File: config.mk
export PLATFORM = sky130hd
export DESIGN_NAME = touch_key_ctrl
export DESIGN_NICKNAME = d
export VERILOG_FILES = /design/src/touch_key_pkg.sv /design/src/key_debounce.sv /design/src/touch_key_ctrl.sv
export SDC_FILE = /design/constraint.sdc
export NUM_CORES = 1
export LEC_CHECK = 0
export BUFFER_PORTS_ARGS = -buffer_cell sky130_fd_sc_hd__buf_2
export CORE_UTILIZATION = 55
export CTS_BUF_LIST = sky130_fd_sc_hd__clkbuf_4
export DETAILED_ROUTE_END_ITERATION = 10
export PLACE_DENSITY = 0.86
export SLEW_MARGIN = 5
export SYNTH_ARGS = -nofsm -noshare
export SYNTH_HDL_FRONTEND = slang
export SYNTH_SLANG_ARGS = --single-unit
File: constraint.sdc
create_clock -name ref_clk_i -period 3.1 [get_ports ref_clk_i]
set_input_delay 0.31 -clock ref_clk_i [delete_from_list [all_inputs] [get_ports ref_clk_i]]
set_output_delay 0.31 -clock ref_clk_i [all_outputs]
set_load 0.05 [all_outputs]
File: src/touch_key_pkg.sv
// Shared constants and types for the touch keypad controller
package touch_key_pkg;

	// Clock rate in kHz; cycle counts below are derived from it
	localparam int unsigned CLK_KHZ      = 10_000;

	// Documented times in milliseconds
	localparam int unsigned LED_ON_MS    = 5000;
	localparam int unsigned SOFT_OFF_MS  = 3000;
	localparam int unsigned HARD_OFF_MS  = 6000;
	localparam int unsigned PWR_ON_MS    = 1000;
	localparam int unsigned DEBOUNCE_MS  = 20;

	// Cycle counts derived from the times above
	localparam int unsigned LED_ON_CYC   = CLK_KHZ * LED_ON_MS;
	localparam int unsigned SOFT_OFF_CYC = CLK_KHZ * SOFT_OFF_MS;
	localparam int unsigned HARD_OFF_CYC = CLK_KHZ * HARD_OFF_MS;
	localparam int unsigned PWR_ON_CYC   = CLK_KHZ * PWR_ON_MS;
	localparam int unsigned DEBOUNCE_CYC = CLK_KHZ * DEBOUNCE_MS;

	// Brightness range
	localparam logic [3:0] LEVEL_MAX     = 4'hA;
	localparam logic [3:0] LEVEL_RST     = 4'h5;

	// Register byte offsets
	localparam logic [7:0] OFS_CTRL      = 8'h00;
	localparam logic [7:0] OFS_STATUS    = 8'h04;
	localparam logic [7:0] OFS_LEVEL     = 8'h08;
	localparam logic [7:0] OFS_IRQ_STAT  = 8'h0C;
	localparam logic [7:0] OFS_IRQ_MASK  = 8'h10;

	// Control register fields
	localparam int unsigned CTRL_FUNC_LSB = 0;
	localparam int unsigned CTRL_AUTO_BIT = 2;
	localparam logic [2:0]  CTRL_RST      = 3'h0;

	// Status register fields
	localparam int unsigned ST_S0_BIT     = 0;
	localparam int unsigned ST_ARMED_BIT  = 1;
	localparam int unsigned ST_TOUCH_BIT  = 2;
	localparam int unsigned ST_HOLD_BIT   = 3;
	localparam int unsigned ST_LEVEL_LSB  = 4;

	// Event bits, shared by interrupt status and mask
	localparam int unsigned EV_PWR_ON     = 0;
	localparam int unsigned EV_SOFT_OFF   = 1;
	localparam int unsigned EV_HARD_OFF   = 2;
	localparam int unsigned EV_CUSTOM     = 3;
	localparam int unsigned EV_TOUCH      = 4;
	localparam int unsigned EV_LEVEL      = 5;
	localparam int unsigned EV_W          = 6;
	localparam logic [5:0]  IRQ_MASK_RST  = 6'h00;

	// Key index within the key vector
	localparam int unsigned KEY_MF        = 0;
	localparam int unsigned KEY_UP        = 1;
	localparam int unsigned KEY_DN        = 2;
	localparam int unsigned KEY_N         = 3;

	// Multi-function key assignment
	typedef enum logic [1:0] {
		FN_POWER  = 2'b00,
		FN_TOUCH  = 2'b01,
		FN_CUSTOM = 2'b10
	} mf_func_e;

	// Power key hold tracker
	typedef enum logic [1:0] {
		H_IDLE = 2'b00,
		H_S0   = 2'b01,
		H_S5   = 2'b10,
		H_DONE = 2'b11
	} hold_e;

endpackage

File: src/key_debounce.sv
// Synchroniser and debouncer for one touch key input
`timescale 1ns/1ns
`default_nettype none

module key_debounce #(
	parameter int unsigned CYC = 200000,
	parameter int unsigned W   = 18
) (
	// Clock and reset
	input  wire logic ref_clk_i,
	input  wire logic rstn_i,
	// Raw key level from the pad
	input  wire logic raw_i,
	// Debounced level and its edges
	output logic      level_o,
	output logic      press_o,
	output logic      release_o
);

	logic         meta_r;
	logic         sync_r;
	logic [W-1:0] cnt_r;

	// Two flip-flops before anything reads the pad
	always_ff @(posedge ref_clk_i or negedge rstn_i)
	begin
		if (!rstn_i)
		begin
			meta_r <= 1'b0;
			sync_r <= 1'b0;
		end
		else
		begin
			meta_r <= raw_i;
			sync_r <= meta_r;
		end
	end

	// Level flips only after the input stays changed for CYC cycles
	always_ff @(posedge ref_clk_i or negedge rstn_i)
	begin
		if (!rstn_i)
		begin
			cnt_r     <= '0;
			level_o   <= 1'b0;
			press_o   <= 1'b0;
			release_o <= 1'b0;
		end
		else
		begin
			press_o   <= 1'b0;
			release_o <= 1'b0;
			if (sync_r == level_o)
				cnt_r <= '0;
			else if (cnt_r == W'(CYC - 1))
			begin
				cnt_r     <= '0;
				level_o   <= sync_r;
				press_o   <= sync_r;
				release_o <= ~sync_r;
			end
			else
				cnt_r <= cnt_r + 1'b1;
		end
	end

endmodule

`default_nettype wire

File: src/touch_key_ctrl.sv
// Touch keypad controller: arming, power key timing, backlight and APB registers
`timescale 1ns/1ns
`default_nettype none

// What this block does
// - In the working state a first press only arms the keypad and lights all three key LEDs; a press while armed runs the key's function.
// - While the host is in soft-off the multi-function key LED stays dark.
// - In the working state a touch lights the multi-function key LED green for 5 seconds.
// - The multi-function key acts as power key, touch toggle or custom action, power key after reset.
// - In soft-off the multi-function key always acts as the power key.
// - In the working state a 3 second hold of the power key requests an orderly shutdown.
// - In the working state a 6 second hold of the power key forces a hard shutdown at once.
// - In soft-off a 1 second hold of the power key requests power-on.
// - Touch enable is set after reset and each activating press of the touch toggle key inverts it.
// - In the working state a touch lights both brightness key LEDs white for 5 seconds.
// - With auto light sensing off, a manual brightness level 0 to 10 is stepped by the brightness keys.
module touch_key_ctrl #(
	parameter int unsigned CNT_W        = 26,
	parameter int unsigned DEB_W        = 18,
	parameter int unsigned LED_ON_CYC   = touch_key_pkg::LED_ON_CYC,
	parameter int unsigned SOFT_OFF_CYC = touch_key_pkg::SOFT_OFF_CYC,
	parameter int unsigned HARD_OFF_CYC = touch_key_pkg::HARD_OFF_CYC,
	parameter int unsigned PWR_ON_CYC   = touch_key_pkg::PWR_ON_CYC,
	parameter int unsigned DEBOUNCE_CYC = touch_key_pkg::DEBOUNCE_CYC
) (
	// Clock and reset
	input  wire logic        ref_clk_i,
	input  wire logic        rstn_i,
	// APB slave
	input  wire logic        psel_i,
	input  wire logic        penable_i,
	input  wire logic        pwrite_i,
	input  wire logic [7:0]  paddr_i,
	input  wire logic [31:0] pwdata_i,
	output logic      [31:0] prdata_o,
	output logic             pready_o,
	output logic             pslverr_o,
	// Touch keys and host power state pins
	input  wire logic        key_mf_i,
	input  wire logic        key_up_i,
	input  wire logic        key_dn_i,
	input  wire logic        host_s0_i,
	// Key backlight LEDs
	output logic             led_mf_green_o,
	output logic             led_up_white_o,
	output logic             led_dn_white_o,
	// Requests to the host platform
	output logic             pwr_on_req_o,
	output logic             soft_off_req_o,
	output logic             hard_off_o,
	output logic             custom_act_o,
	output logic             touch_en_o,
	output logic      [3:0]  bright_level_o,
	// Interrupt
	output logic             irq_o
);

	localparam int unsigned EW = touch_key_pkg::EV_W;
	localparam int unsigned KN = touch_key_pkg::KEY_N;

	// Map the raw function field; the unused code falls back to the power key
	function automatic touch_key_pkg::mf_func_e decode_func(input logic [1:0] f);
		touch_key_pkg::mf_func_e r;
		r = touch_key_pkg::FN_POWER;
		if (f == 2'b01)
			r = touch_key_pkg::FN_TOUCH;
		else if (f == 2'b10)
			r = touch_key_pkg::FN_CUSTOM;
		return r;
	endfunction

	// Register offset match, shared by setup decode and write strobes
	function automatic logic hit(input logic [7:0] a, input logic [7:0] ofs);
		return a == ofs;
	endfunction

	logic                    s0_meta_r;
	logic                    s0_r;
	logic [KN-1:0]           key_raw;
	logic [KN-1:0]           key_lvl;
	logic [KN-1:0]           key_press;
	logic [KN-1:0]           key_rel;
	logic [KN-1:0]           act_press;
	logic [CNT_W-1:0]        led_cnt_r;
	logic                    armed;
	logic [2:0]              ctrl_r;
	logic                    auto_light;
	touch_key_pkg::mf_func_e func_eff;
	touch_key_pkg::hold_e    hold_r;
	touch_key_pkg::hold_e    hold_nxt;
	logic [CNT_W-1:0]        hold_cnt_r;
	logic                    touch_en_r;
	logic [3:0]              level_r;
	logic [EW-1:0]           ev_nxt;
	logic [EW-1:0]           ev_r;
	logic [EW-1:0]           irq_stat_r;
	logic [EW-1:0]           irq_mask_r;
	logic                    irq_r;
	logic                    wr_en;
	logic                    setup;
	logic                    bad_r;
	logic [31:0]             rd_mux;
	logic [31:0]             prdata_r;

	// Host power state pin is asynchronous: two flops before use
	always_ff @(posedge ref_clk_i or negedge rstn_i)
	begin
		if (!rstn_i)
		begin
			s0_meta_r <= 1'b0;
			s0_r      <= 1'b0;
		end
		else
		begin
			s0_meta_r <= host_s0_i;
			s0_r      <= s0_meta_r;
		end
	end

	// One debouncer per key; hold timing relies on the clean level
	assign key_raw = {key_dn_i, key_up_i, key_mf_i};

	genvar g;
	generate
		for (g = 0; g < KN; g++)
		begin : g_key
			key_debounce #(
				.CYC (DEBOUNCE_CYC),
				.W   (DEB_W)
			) u_deb (
				.ref_clk_i (ref_clk_i),
				.rstn_i    (rstn_i),
				.raw_i     (key_raw[g]),
				.level_o   (key_lvl[g]),
				.press_o   (key_press[g]),
				.release_o (key_rel[g])
			);
		end
	endgenerate

	// Backlight timer: any touch in S0 restarts the 5 s window
	always_ff @(posedge ref_clk_i or negedge rstn_i)
	begin
		if (!rstn_i)
			led_cnt_r <= '0;
		else if (!s0_r)
			led_cnt_r <= '0;
		else if (|key_press)
			led_cnt_r <= CNT_W'(LED_ON_CYC);
		else if (led_cnt_r != '0)
			led_cnt_r <= led_cnt_r - 1'b1;
	end

	// Armed exactly while the indication is lit
	assign armed = (led_cnt_r != '0);

	// Only presses that arrive while armed run a function
	assign act_press = key_press & {KN{armed & s0_r}};

	// Control register fields
	assign auto_light = ctrl_r[touch_key_pkg::CTRL_AUTO_BIT];

	// Soft-off forces the power key whatever was configured
	always_comb
	begin
		if (!s0_r)
			func_eff = touch_key_pkg::FN_POWER;
		else
			func_eff = decode_func(ctrl_r[touch_key_pkg::CTRL_FUNC_LSB +: 2]);
	end

	// Power key hold tracker and event generation
	always_comb
	begin
		hold_nxt = hold_r;
		ev_nxt   = '0;
		unique case (hold_r)
			touch_key_pkg::H_IDLE:
			begin
				// In soft-off no arming is needed so the system can always start
				if (!s0_r && key_press[touch_key_pkg::KEY_MF])
					hold_nxt = touch_key_pkg::H_S5;
				else if (act_press[touch_key_pkg::KEY_MF] && func_eff == touch_key_pkg::FN_POWER)
					hold_nxt = touch_key_pkg::H_S0;
			end
			touch_key_pkg::H_S0:
			begin
				// Host left the working state mid-hold: no shutdown request from soft-off
				if (!s0_r)
					hold_nxt = touch_key_pkg::H_DONE;
				else if (key_rel[touch_key_pkg::KEY_MF])
				begin
					hold_nxt = touch_key_pkg::H_IDLE;
					if (hold_cnt_r >= CNT_W'(SOFT_OFF_CYC))
						ev_nxt[touch_key_pkg::EV_SOFT_OFF] = 1'b1;
				end
				else if (hold_cnt_r >= CNT_W'(HARD_OFF_CYC - 1))
				begin
					hold_nxt = touch_key_pkg::H_DONE;
					ev_nxt[touch_key_pkg::EV_HARD_OFF] = 1'b1;
				end
			end
			touch_key_pkg::H_S5:
			begin
				if (key_rel[touch_key_pkg::KEY_MF])
				begin
					hold_nxt = touch_key_pkg::H_IDLE;
					if (hold_cnt_r >= CNT_W'(PWR_ON_CYC))
						ev_nxt[touch_key_pkg::EV_PWR_ON] = 1'b1;
				end
				else if (s0_r)
					hold_nxt = touch_key_pkg::H_DONE; // Host woke by other means
			end
			touch_key_pkg::H_DONE:
			begin
				// Swallow the rest of the hold so release does nothing
				if (!key_lvl[touch_key_pkg::KEY_MF])
					hold_nxt = touch_key_pkg::H_IDLE;
			end
		endcase
		if (act_press[touch_key_pkg::KEY_MF] && func_eff == touch_key_pkg::FN_CUSTOM)
			ev_nxt[touch_key_pkg::EV_CUSTOM] = 1'b1;
		if (act_press[touch_key_pkg::KEY_MF] && func_eff == touch_key_pkg::FN_TOUCH)
			ev_nxt[touch_key_pkg::EV_TOUCH] = 1'b1;
		if (!auto_light && ((act_press[touch_key_pkg::KEY_UP] && level_r != touch_key_pkg::LEVEL_MAX)
			|| (act_press[touch_key_pkg::KEY_DN] && level_r != 4'h0)))
			ev_nxt[touch_key_pkg::EV_LEVEL] = 1'b1;
	end

	// Hold state register
	always_ff @(posedge ref_clk_i or negedge rstn_i)
	begin
		if (!rstn_i)
			hold_r <= touch_key_pkg::H_IDLE;
		else
			hold_r <= hold_nxt;
	end

	// Hold length counter, reloaded with 1 while idle so each new hold starts from 1, and saturating
	always_ff @(posedge ref_clk_i or negedge rstn_i)
	begin
		if (!rstn_i)
			hold_cnt_r <= '0;
		else if (hold_r == touch_key_pkg::H_IDLE)
			hold_cnt_r <= CNT_W'(1);
		else if (hold_cnt_r != '1)
			hold_cnt_r <= hold_cnt_r + 1'b1;
	end

	// Touch enable flag: set at reset, toggled by the touch key function
	always_ff @(posedge ref_clk_i or negedge rstn_i)
	begin
		if (!rstn_i)
			touch_en_r <= 1'b1;
		else if (ev_nxt[touch_key_pkg::EV_TOUCH])
			touch_en_r <= ~touch_en_r;
	end

	// Manual brightness; software writes are clamped to the top level
	always_ff @(posedge ref_clk_i or negedge rstn_i)
	begin
		if (!rstn_i)
			level_r <= touch_key_pkg::LEVEL_RST;
		else if (wr_en && hit(paddr_i, touch_key_pkg::OFS_LEVEL))
		begin
			if (pwdata_i[3:0] > touch_key_pkg::LEVEL_MAX)
				level_r <= touch_key_pkg::LEVEL_MAX;
			else
				level_r <= pwdata_i[3:0];
		end
		else if (!auto_light)
		begin
			// Up wins when both keys land in the same cycle, except at level ten, where down steps
			if (act_press[touch_key_pkg::KEY_UP] && level_r != touch_key_pkg::LEVEL_MAX)
				level_r <= level_r + 4'h1;
			else if (act_press[touch_key_pkg::KEY_DN] && level_r != 4'h0)
				level_r <= level_r - 4'h1;
		end
	end

	// Event pulses to the host are registered for clean one-cycle strobes
	always_ff @(posedge ref_clk_i or negedge rstn_i)
	begin
		if (!rstn_i)
			ev_r <= '0;
		else
			ev_r <= ev_nxt;
	end

	// Control register
	always_ff @(posedge ref_clk_i or negedge rstn_i)
	begin
		if (!rstn_i)
			ctrl_r <= touch_key_pkg::CTRL_RST;
		else if (wr_en && hit(paddr_i, touch_key_pkg::OFS_CTRL))
			ctrl_r <= pwdata_i[2:0];
	end

	// Sticky status: a new event beats a write-one-to-clear in the same cycle
	always_ff @(posedge ref_clk_i or negedge rstn_i)
	begin
		if (!rstn_i)
			irq_stat_r <= '0;
		else if (wr_en && hit(paddr_i, touch_key_pkg::OFS_IRQ_STAT))
			irq_stat_r <= (irq_stat_r & ~pwdata_i[EW-1:0]) | ev_nxt;
		else
			irq_stat_r <= irq_stat_r | ev_nxt;
	end

	// Interrupt mask
	always_ff @(posedge ref_clk_i or negedge rstn_i)
	begin
		if (!rstn_i)
			irq_mask_r <= touch_key_pkg::IRQ_MASK_RST;
		else if (wr_en && hit(paddr_i, touch_key_pkg::OFS_IRQ_MASK))
			irq_mask_r <= pwdata_i[EW-1:0];
	end

	// Interrupt level is registered, so it trails the status by one cycle
	always_ff @(posedge ref_clk_i or negedge rstn_i)
	begin
		if (!rstn_i)
			irq_r <= 1'b0;
		else
			irq_r <= |(irq_stat_r & irq_mask_r);
	end

	// APB phases; the slave never inserts wait states
	assign setup = psel_i & ~penable_i;
	assign wr_en = psel_i & penable_i & pwrite_i & ~bad_r;

	// Read mux, sampled in the setup phase
	always_comb
	begin
		rd_mux = 32'h0000_0000;
		if (hit(paddr_i, touch_key_pkg::OFS_CTRL))
			rd_mux[2:0] = ctrl_r;
		else if (hit(paddr_i, touch_key_pkg::OFS_STATUS))
		begin
			rd_mux[touch_key_pkg::ST_S0_BIT]    = s0_r;
			rd_mux[touch_key_pkg::ST_ARMED_BIT] = armed;
			rd_mux[touch_key_pkg::ST_TOUCH_BIT] = touch_en_r;
			rd_mux[touch_key_pkg::ST_HOLD_BIT]  = (hold_r != touch_key_pkg::H_IDLE);
			rd_mux[touch_key_pkg::ST_LEVEL_LSB +: 4] = level_r;
		end
		else if (hit(paddr_i, touch_key_pkg::OFS_LEVEL))
			rd_mux[3:0] = level_r;
		else if (hit(paddr_i, touch_key_pkg::OFS_IRQ_STAT))
			rd_mux[EW-1:0] = irq_stat_r;
		else if (hit(paddr_i, touch_key_pkg::OFS_IRQ_MASK))
			rd_mux[EW-1:0] = irq_mask_r;
	end

	// Capture read data and the decode error during setup, so both come from flops
	always_ff @(posedge ref_clk_i or negedge rstn_i)
	begin
		if (!rstn_i)
		begin
			prdata_r <= 32'h0000_0000;
			bad_r    <= 1'b0;
		end
		else if (setup)
		begin
			prdata_r <= pwrite_i ? 32'h0000_0000 : rd_mux;
			bad_r    <= ~(hit(paddr_i, touch_key_pkg::OFS_CTRL) | hit(paddr_i, touch_key_pkg::OFS_STATUS)
				| hit(paddr_i, touch_key_pkg::OFS_LEVEL) | hit(paddr_i, touch_key_pkg::OFS_IRQ_STAT)
				| hit(paddr_i, touch_key_pkg::OFS_IRQ_MASK));
		end
	end

	// Bus answers
	assign prdata_o  = prdata_r;
	assign pready_o  = 1'b1;
	assign pslverr_o = psel_i & penable_i & bad_r;

	// LEDs: all three follow the armed window, dark in soft-off
	assign led_mf_green_o = armed & s0_r;
	assign led_up_white_o = armed & s0_r;
	assign led_dn_white_o = armed & s0_r;

	// Host-side outputs
	assign pwr_on_req_o   = ev_r[touch_key_pkg::EV_PWR_ON];
	assign soft_off_req_o = ev_r[touch_key_pkg::EV_SOFT_OFF];
	assign hard_off_o     = ev_r[touch_key_pkg::EV_HARD_OFF];
	assign custom_act_o   = ev_r[touch_key_pkg::EV_CUSTOM];
	assign touch_en_o     = touch_en_r;
	assign bright_level_o = level_r;
	assign irq_o          = irq_r;

endmodule

`default_nettype wire

==> impl_metrics.toml <==
[power]
powerDensity_nw_per_um2 = 540
seqPwrFrac_pct = 48.4
power_leakage_nw = 3.99
p_sw_w = 0.00161
swShare_pct = 33.6
p_int_w = 0.00318
comb_power_share_pct = 26.7
max-vdd-ir-drop_uv = 291
power_w = 0.00479
clock_power_share_pct = 24.9

[sta]
min_period_ps = 3080
hold_ws_ps = 58.6
finalSetupViolations = 0
slew_viol_final = 0
tightest_slew_ps = 710
max_freq_mhz = 325
max-slew-margin-rel_pct = 52.3
timing.final.crit_share_pct = 99.4
rsz0062_at_grt = "true"
setup-tns-final_ps = 0
final_hold_viol_count = 0
skew_ps = 17.4

[clock_network]
cts_sinks = 157
cts_buffers = 17
cts-root-buf = "clkbuf_4"
clk_latency_ps = 550
clk_path_buf_depth = 2
path_clk_slew_ps = 130
htreeDepth = 4
cts_tree = "done"

[placed_design]
placed_cell_area_um2 = 8450
port_buffers = 44
hpwl_um = 11500
gp_congestion = 0.892
numPlacedInstances = 1041

[logic_synthesis]
synth_edf_count = 0
ys_ff_latch = 157
ys_async_sr_fraction_pct = 100
ys_seq_area_share_pct = 48.7
synth.top_cell.area_share_pct = 47.7
netlist_top_cells_count = "dfrtp_1 (154), nor2_1 (115), nand2_1 (63)"
avgSynthCellArea_um2 = 9.67
synthTopCellsByArea = "dfrtp_1 (48%), nor2_1 (5.3%), xor2_1 (5.2%), xnor2_1 (4.8%), nand2_1 (2.9%)"
synth_top_area_cell = "dfrtp_1"
synth_warnings = 0
ys.flop_type = "dfrtp_1"
synthCells = 835
syn_area_um2 = 8080
yosysUniqueCellTypes = 66
synth.most_common_cell = "dfrtp_1"

[worst_setup_path]
crit_path_end_kind = "flip-flop"
reg2reg_slack_ps = 20
critPathRequiredTime_ps = 3590
crit_arrival_ps = 3570
r2r-end = "bright_level_o[3]"
reg2regPathDepth = 12
crit_fanout = 5
start_kind = "flip-flop"
path_class = "reg -> reg"
regToRegStartpoint = "led_cnt_r[9]"

[layout]
postLayoutCellArea_um2 = 8870
final_nets = 952
multi_input_area_um2 = 3920
fin_cells = 1088
area_delta_synth_final_pct = 9.85
drive_gt1_share_pct = 13.8
ff_latch_area_um2 = 3930
fill_cells = 1138

[worst_hold_path]
worstHoldPathCells = 3
min_from = "pwdata_i[0]"
hold_class = "in -> reg"
min_to = "bright_level_o[0]"

[floorplan]
die_x_um = 123
io_pins = 96
rows = 43
dieArea_um2 = 15200
initial_core_util_pct = 57.3
coreArea_um2 = 14100
die_h_um = 123

[drt]
vias = 6305
wl_per_cell_um = 14.9
first_iter_violations = 568
drc = 0
wl_um = 16300
drtPass1Iterations = 5
ant_nets = 0
via_per_inst = 5.80

[global_route]
grt_pass1_vias = 5924
grt_overflow = 0
gr-usage-all-layers_pct = 22.8
grt_max_degree = 82
antenna_found_initial = 0
grt_pass1_wl_um = 27100

[run]
drv_cap = 0

[status]
status = "finished clean"
==> sequential cells by signal, summed over array words and instances (netlist names), 2 cells and up <==
signal               flops
bright_level_o           4
ctrl_r                   3
ev_r                     4
g_key.u_deb.cnt_r       54
g_key.u_deb.level_o      3
g_key.u_deb.meta_r       3
g_key.u_deb.press_o      3
g_key.u_deb.sync_r       3
hold_cnt_r              26
hold_r                   2
irq_mask_r               6
irq_stat_r               6
led_cnt_r               26
prdata_o                 8
==> worst max path at each step <==
stage                              from                 to  depth (start not counted)
after floorplan           led_cnt_r[21]  bright_level_o[3]                         13
after global placement    led_cnt_r[15]  bright_level_o[3]                         12
after detailed placement  led_cnt_r[21]  bright_level_o[3]                         12
after CTS                 led_cnt_r[21]  bright_level_o[3]                         12
after global routing       led_cnt_r[9]  bright_level_o[3]                         12
final                      led_cnt_r[9]  bright_level_o[3]                         12
==> per-stage QoR <==
step                      worst slack [ps]  util (%)
after floorplan                      -92.9         -
after global placement                 141      59.9
after detailed placement              50.1      59.9
after CTS                             19.0      62.4
after global routing                  -103      62.9
final                                 19.3      63.0
==> power groups by stage <==
stage	Sequential [W]	Clock (W)	Combinational [W]
2_1_floorplan	0.00233	0	0.00100
3_3_place_gp	0.00234	0	0.00119
3_5_place_dp	0.00236	0	0.00122
4_1_cts	0.00232	0.00123	0.00124
5_1_grt	0.00234	0.00131	0.00142
6_report	0.00232	0.00119	0.00128
==> cells in the final DEF, fill, tap and decap left out, types with 4 or more instances in the layout <==
cell and count:
buf_4 17, dlygate4sd3_1 8, inv_1 18, nand3_1 44
inv_6 4, a21o_1 7, dfrtp_1 153, xnor2_1 44
nor3b_1 4, o21ai_0 12, and3_1 26, a211oi_1 8
nand2_1 63, clkinv_2 5, mux2_2 13, nor2b_1 9
or3_1 8, nand4_1 22, nor3_1 27, and2_1 6
a31oi_1 8, conb_1 25, and4_1 5, clkbuf_4 17
nor2_1 114, a21oi_1 33, mux2i_1 8, nand2b_1 5
xor2_1 48, nor4_1 14, o31ai_1 5, ha_1 6
a22oi_1 5, buf_2 43, or4_1 7, a22o_1 4
==> cell type report <==
class | count | share of cell area, %
Antenna cell | 1 | 0.0282
Clock buffer | 17 | 1.44
Clock inverter | 15 | 1.62
Inverter | 19 | 0.804
Multi-Input combinational cell | 629 | 44.1
Sequential cell | 157 | 44.3
Tap cell | 180 | 2.54
Timing Repair Buffer | 70 | 5.12
==> logic make-up after synthesis <==
logic type	Yosys count	synth area share (%)
compound gates	105	8.61
simple gates	377	23.7
fa+ha+maj	9	1.49
xor+xnor	92	9.98
buf+inv	72	4.65
other cells	2	0.0930
flops	157	48.7
mux	21	2.80
==> layer usage <==
layer	part of all wire [%]	global-route usage, %	up-vias
met5	0	0	-
li1	-	-	3019
met3	4.1	3.83	33
met2	49	38.1	175
met1	45	29.1	3078
met4	2.2	10.0	0
==> critical path, stage by stage (launching register included) <==
cell     delay, ps
dfrtp_1        440
or4_4          560
or3_4          420
nor4_4         370
nor2_4          60
nand3_2        110
ha_4           210
a21o_1         160
a21oi_2        140
xnor2_1        140
nand4_1        120
xor2_1         160
a21oi_1        140
==> repair_timing <==
item | 4_1_cts | 5_1_grt
hold buffers | 8 | 0
hold endpoints to repair | 87 | 0
buffers inserted | 0 | 6
gates resized for setup | 0 | 3
endpoints found under the setup margin | 0 | 1
Note: power is estimated with default switching activity, not from simulation.
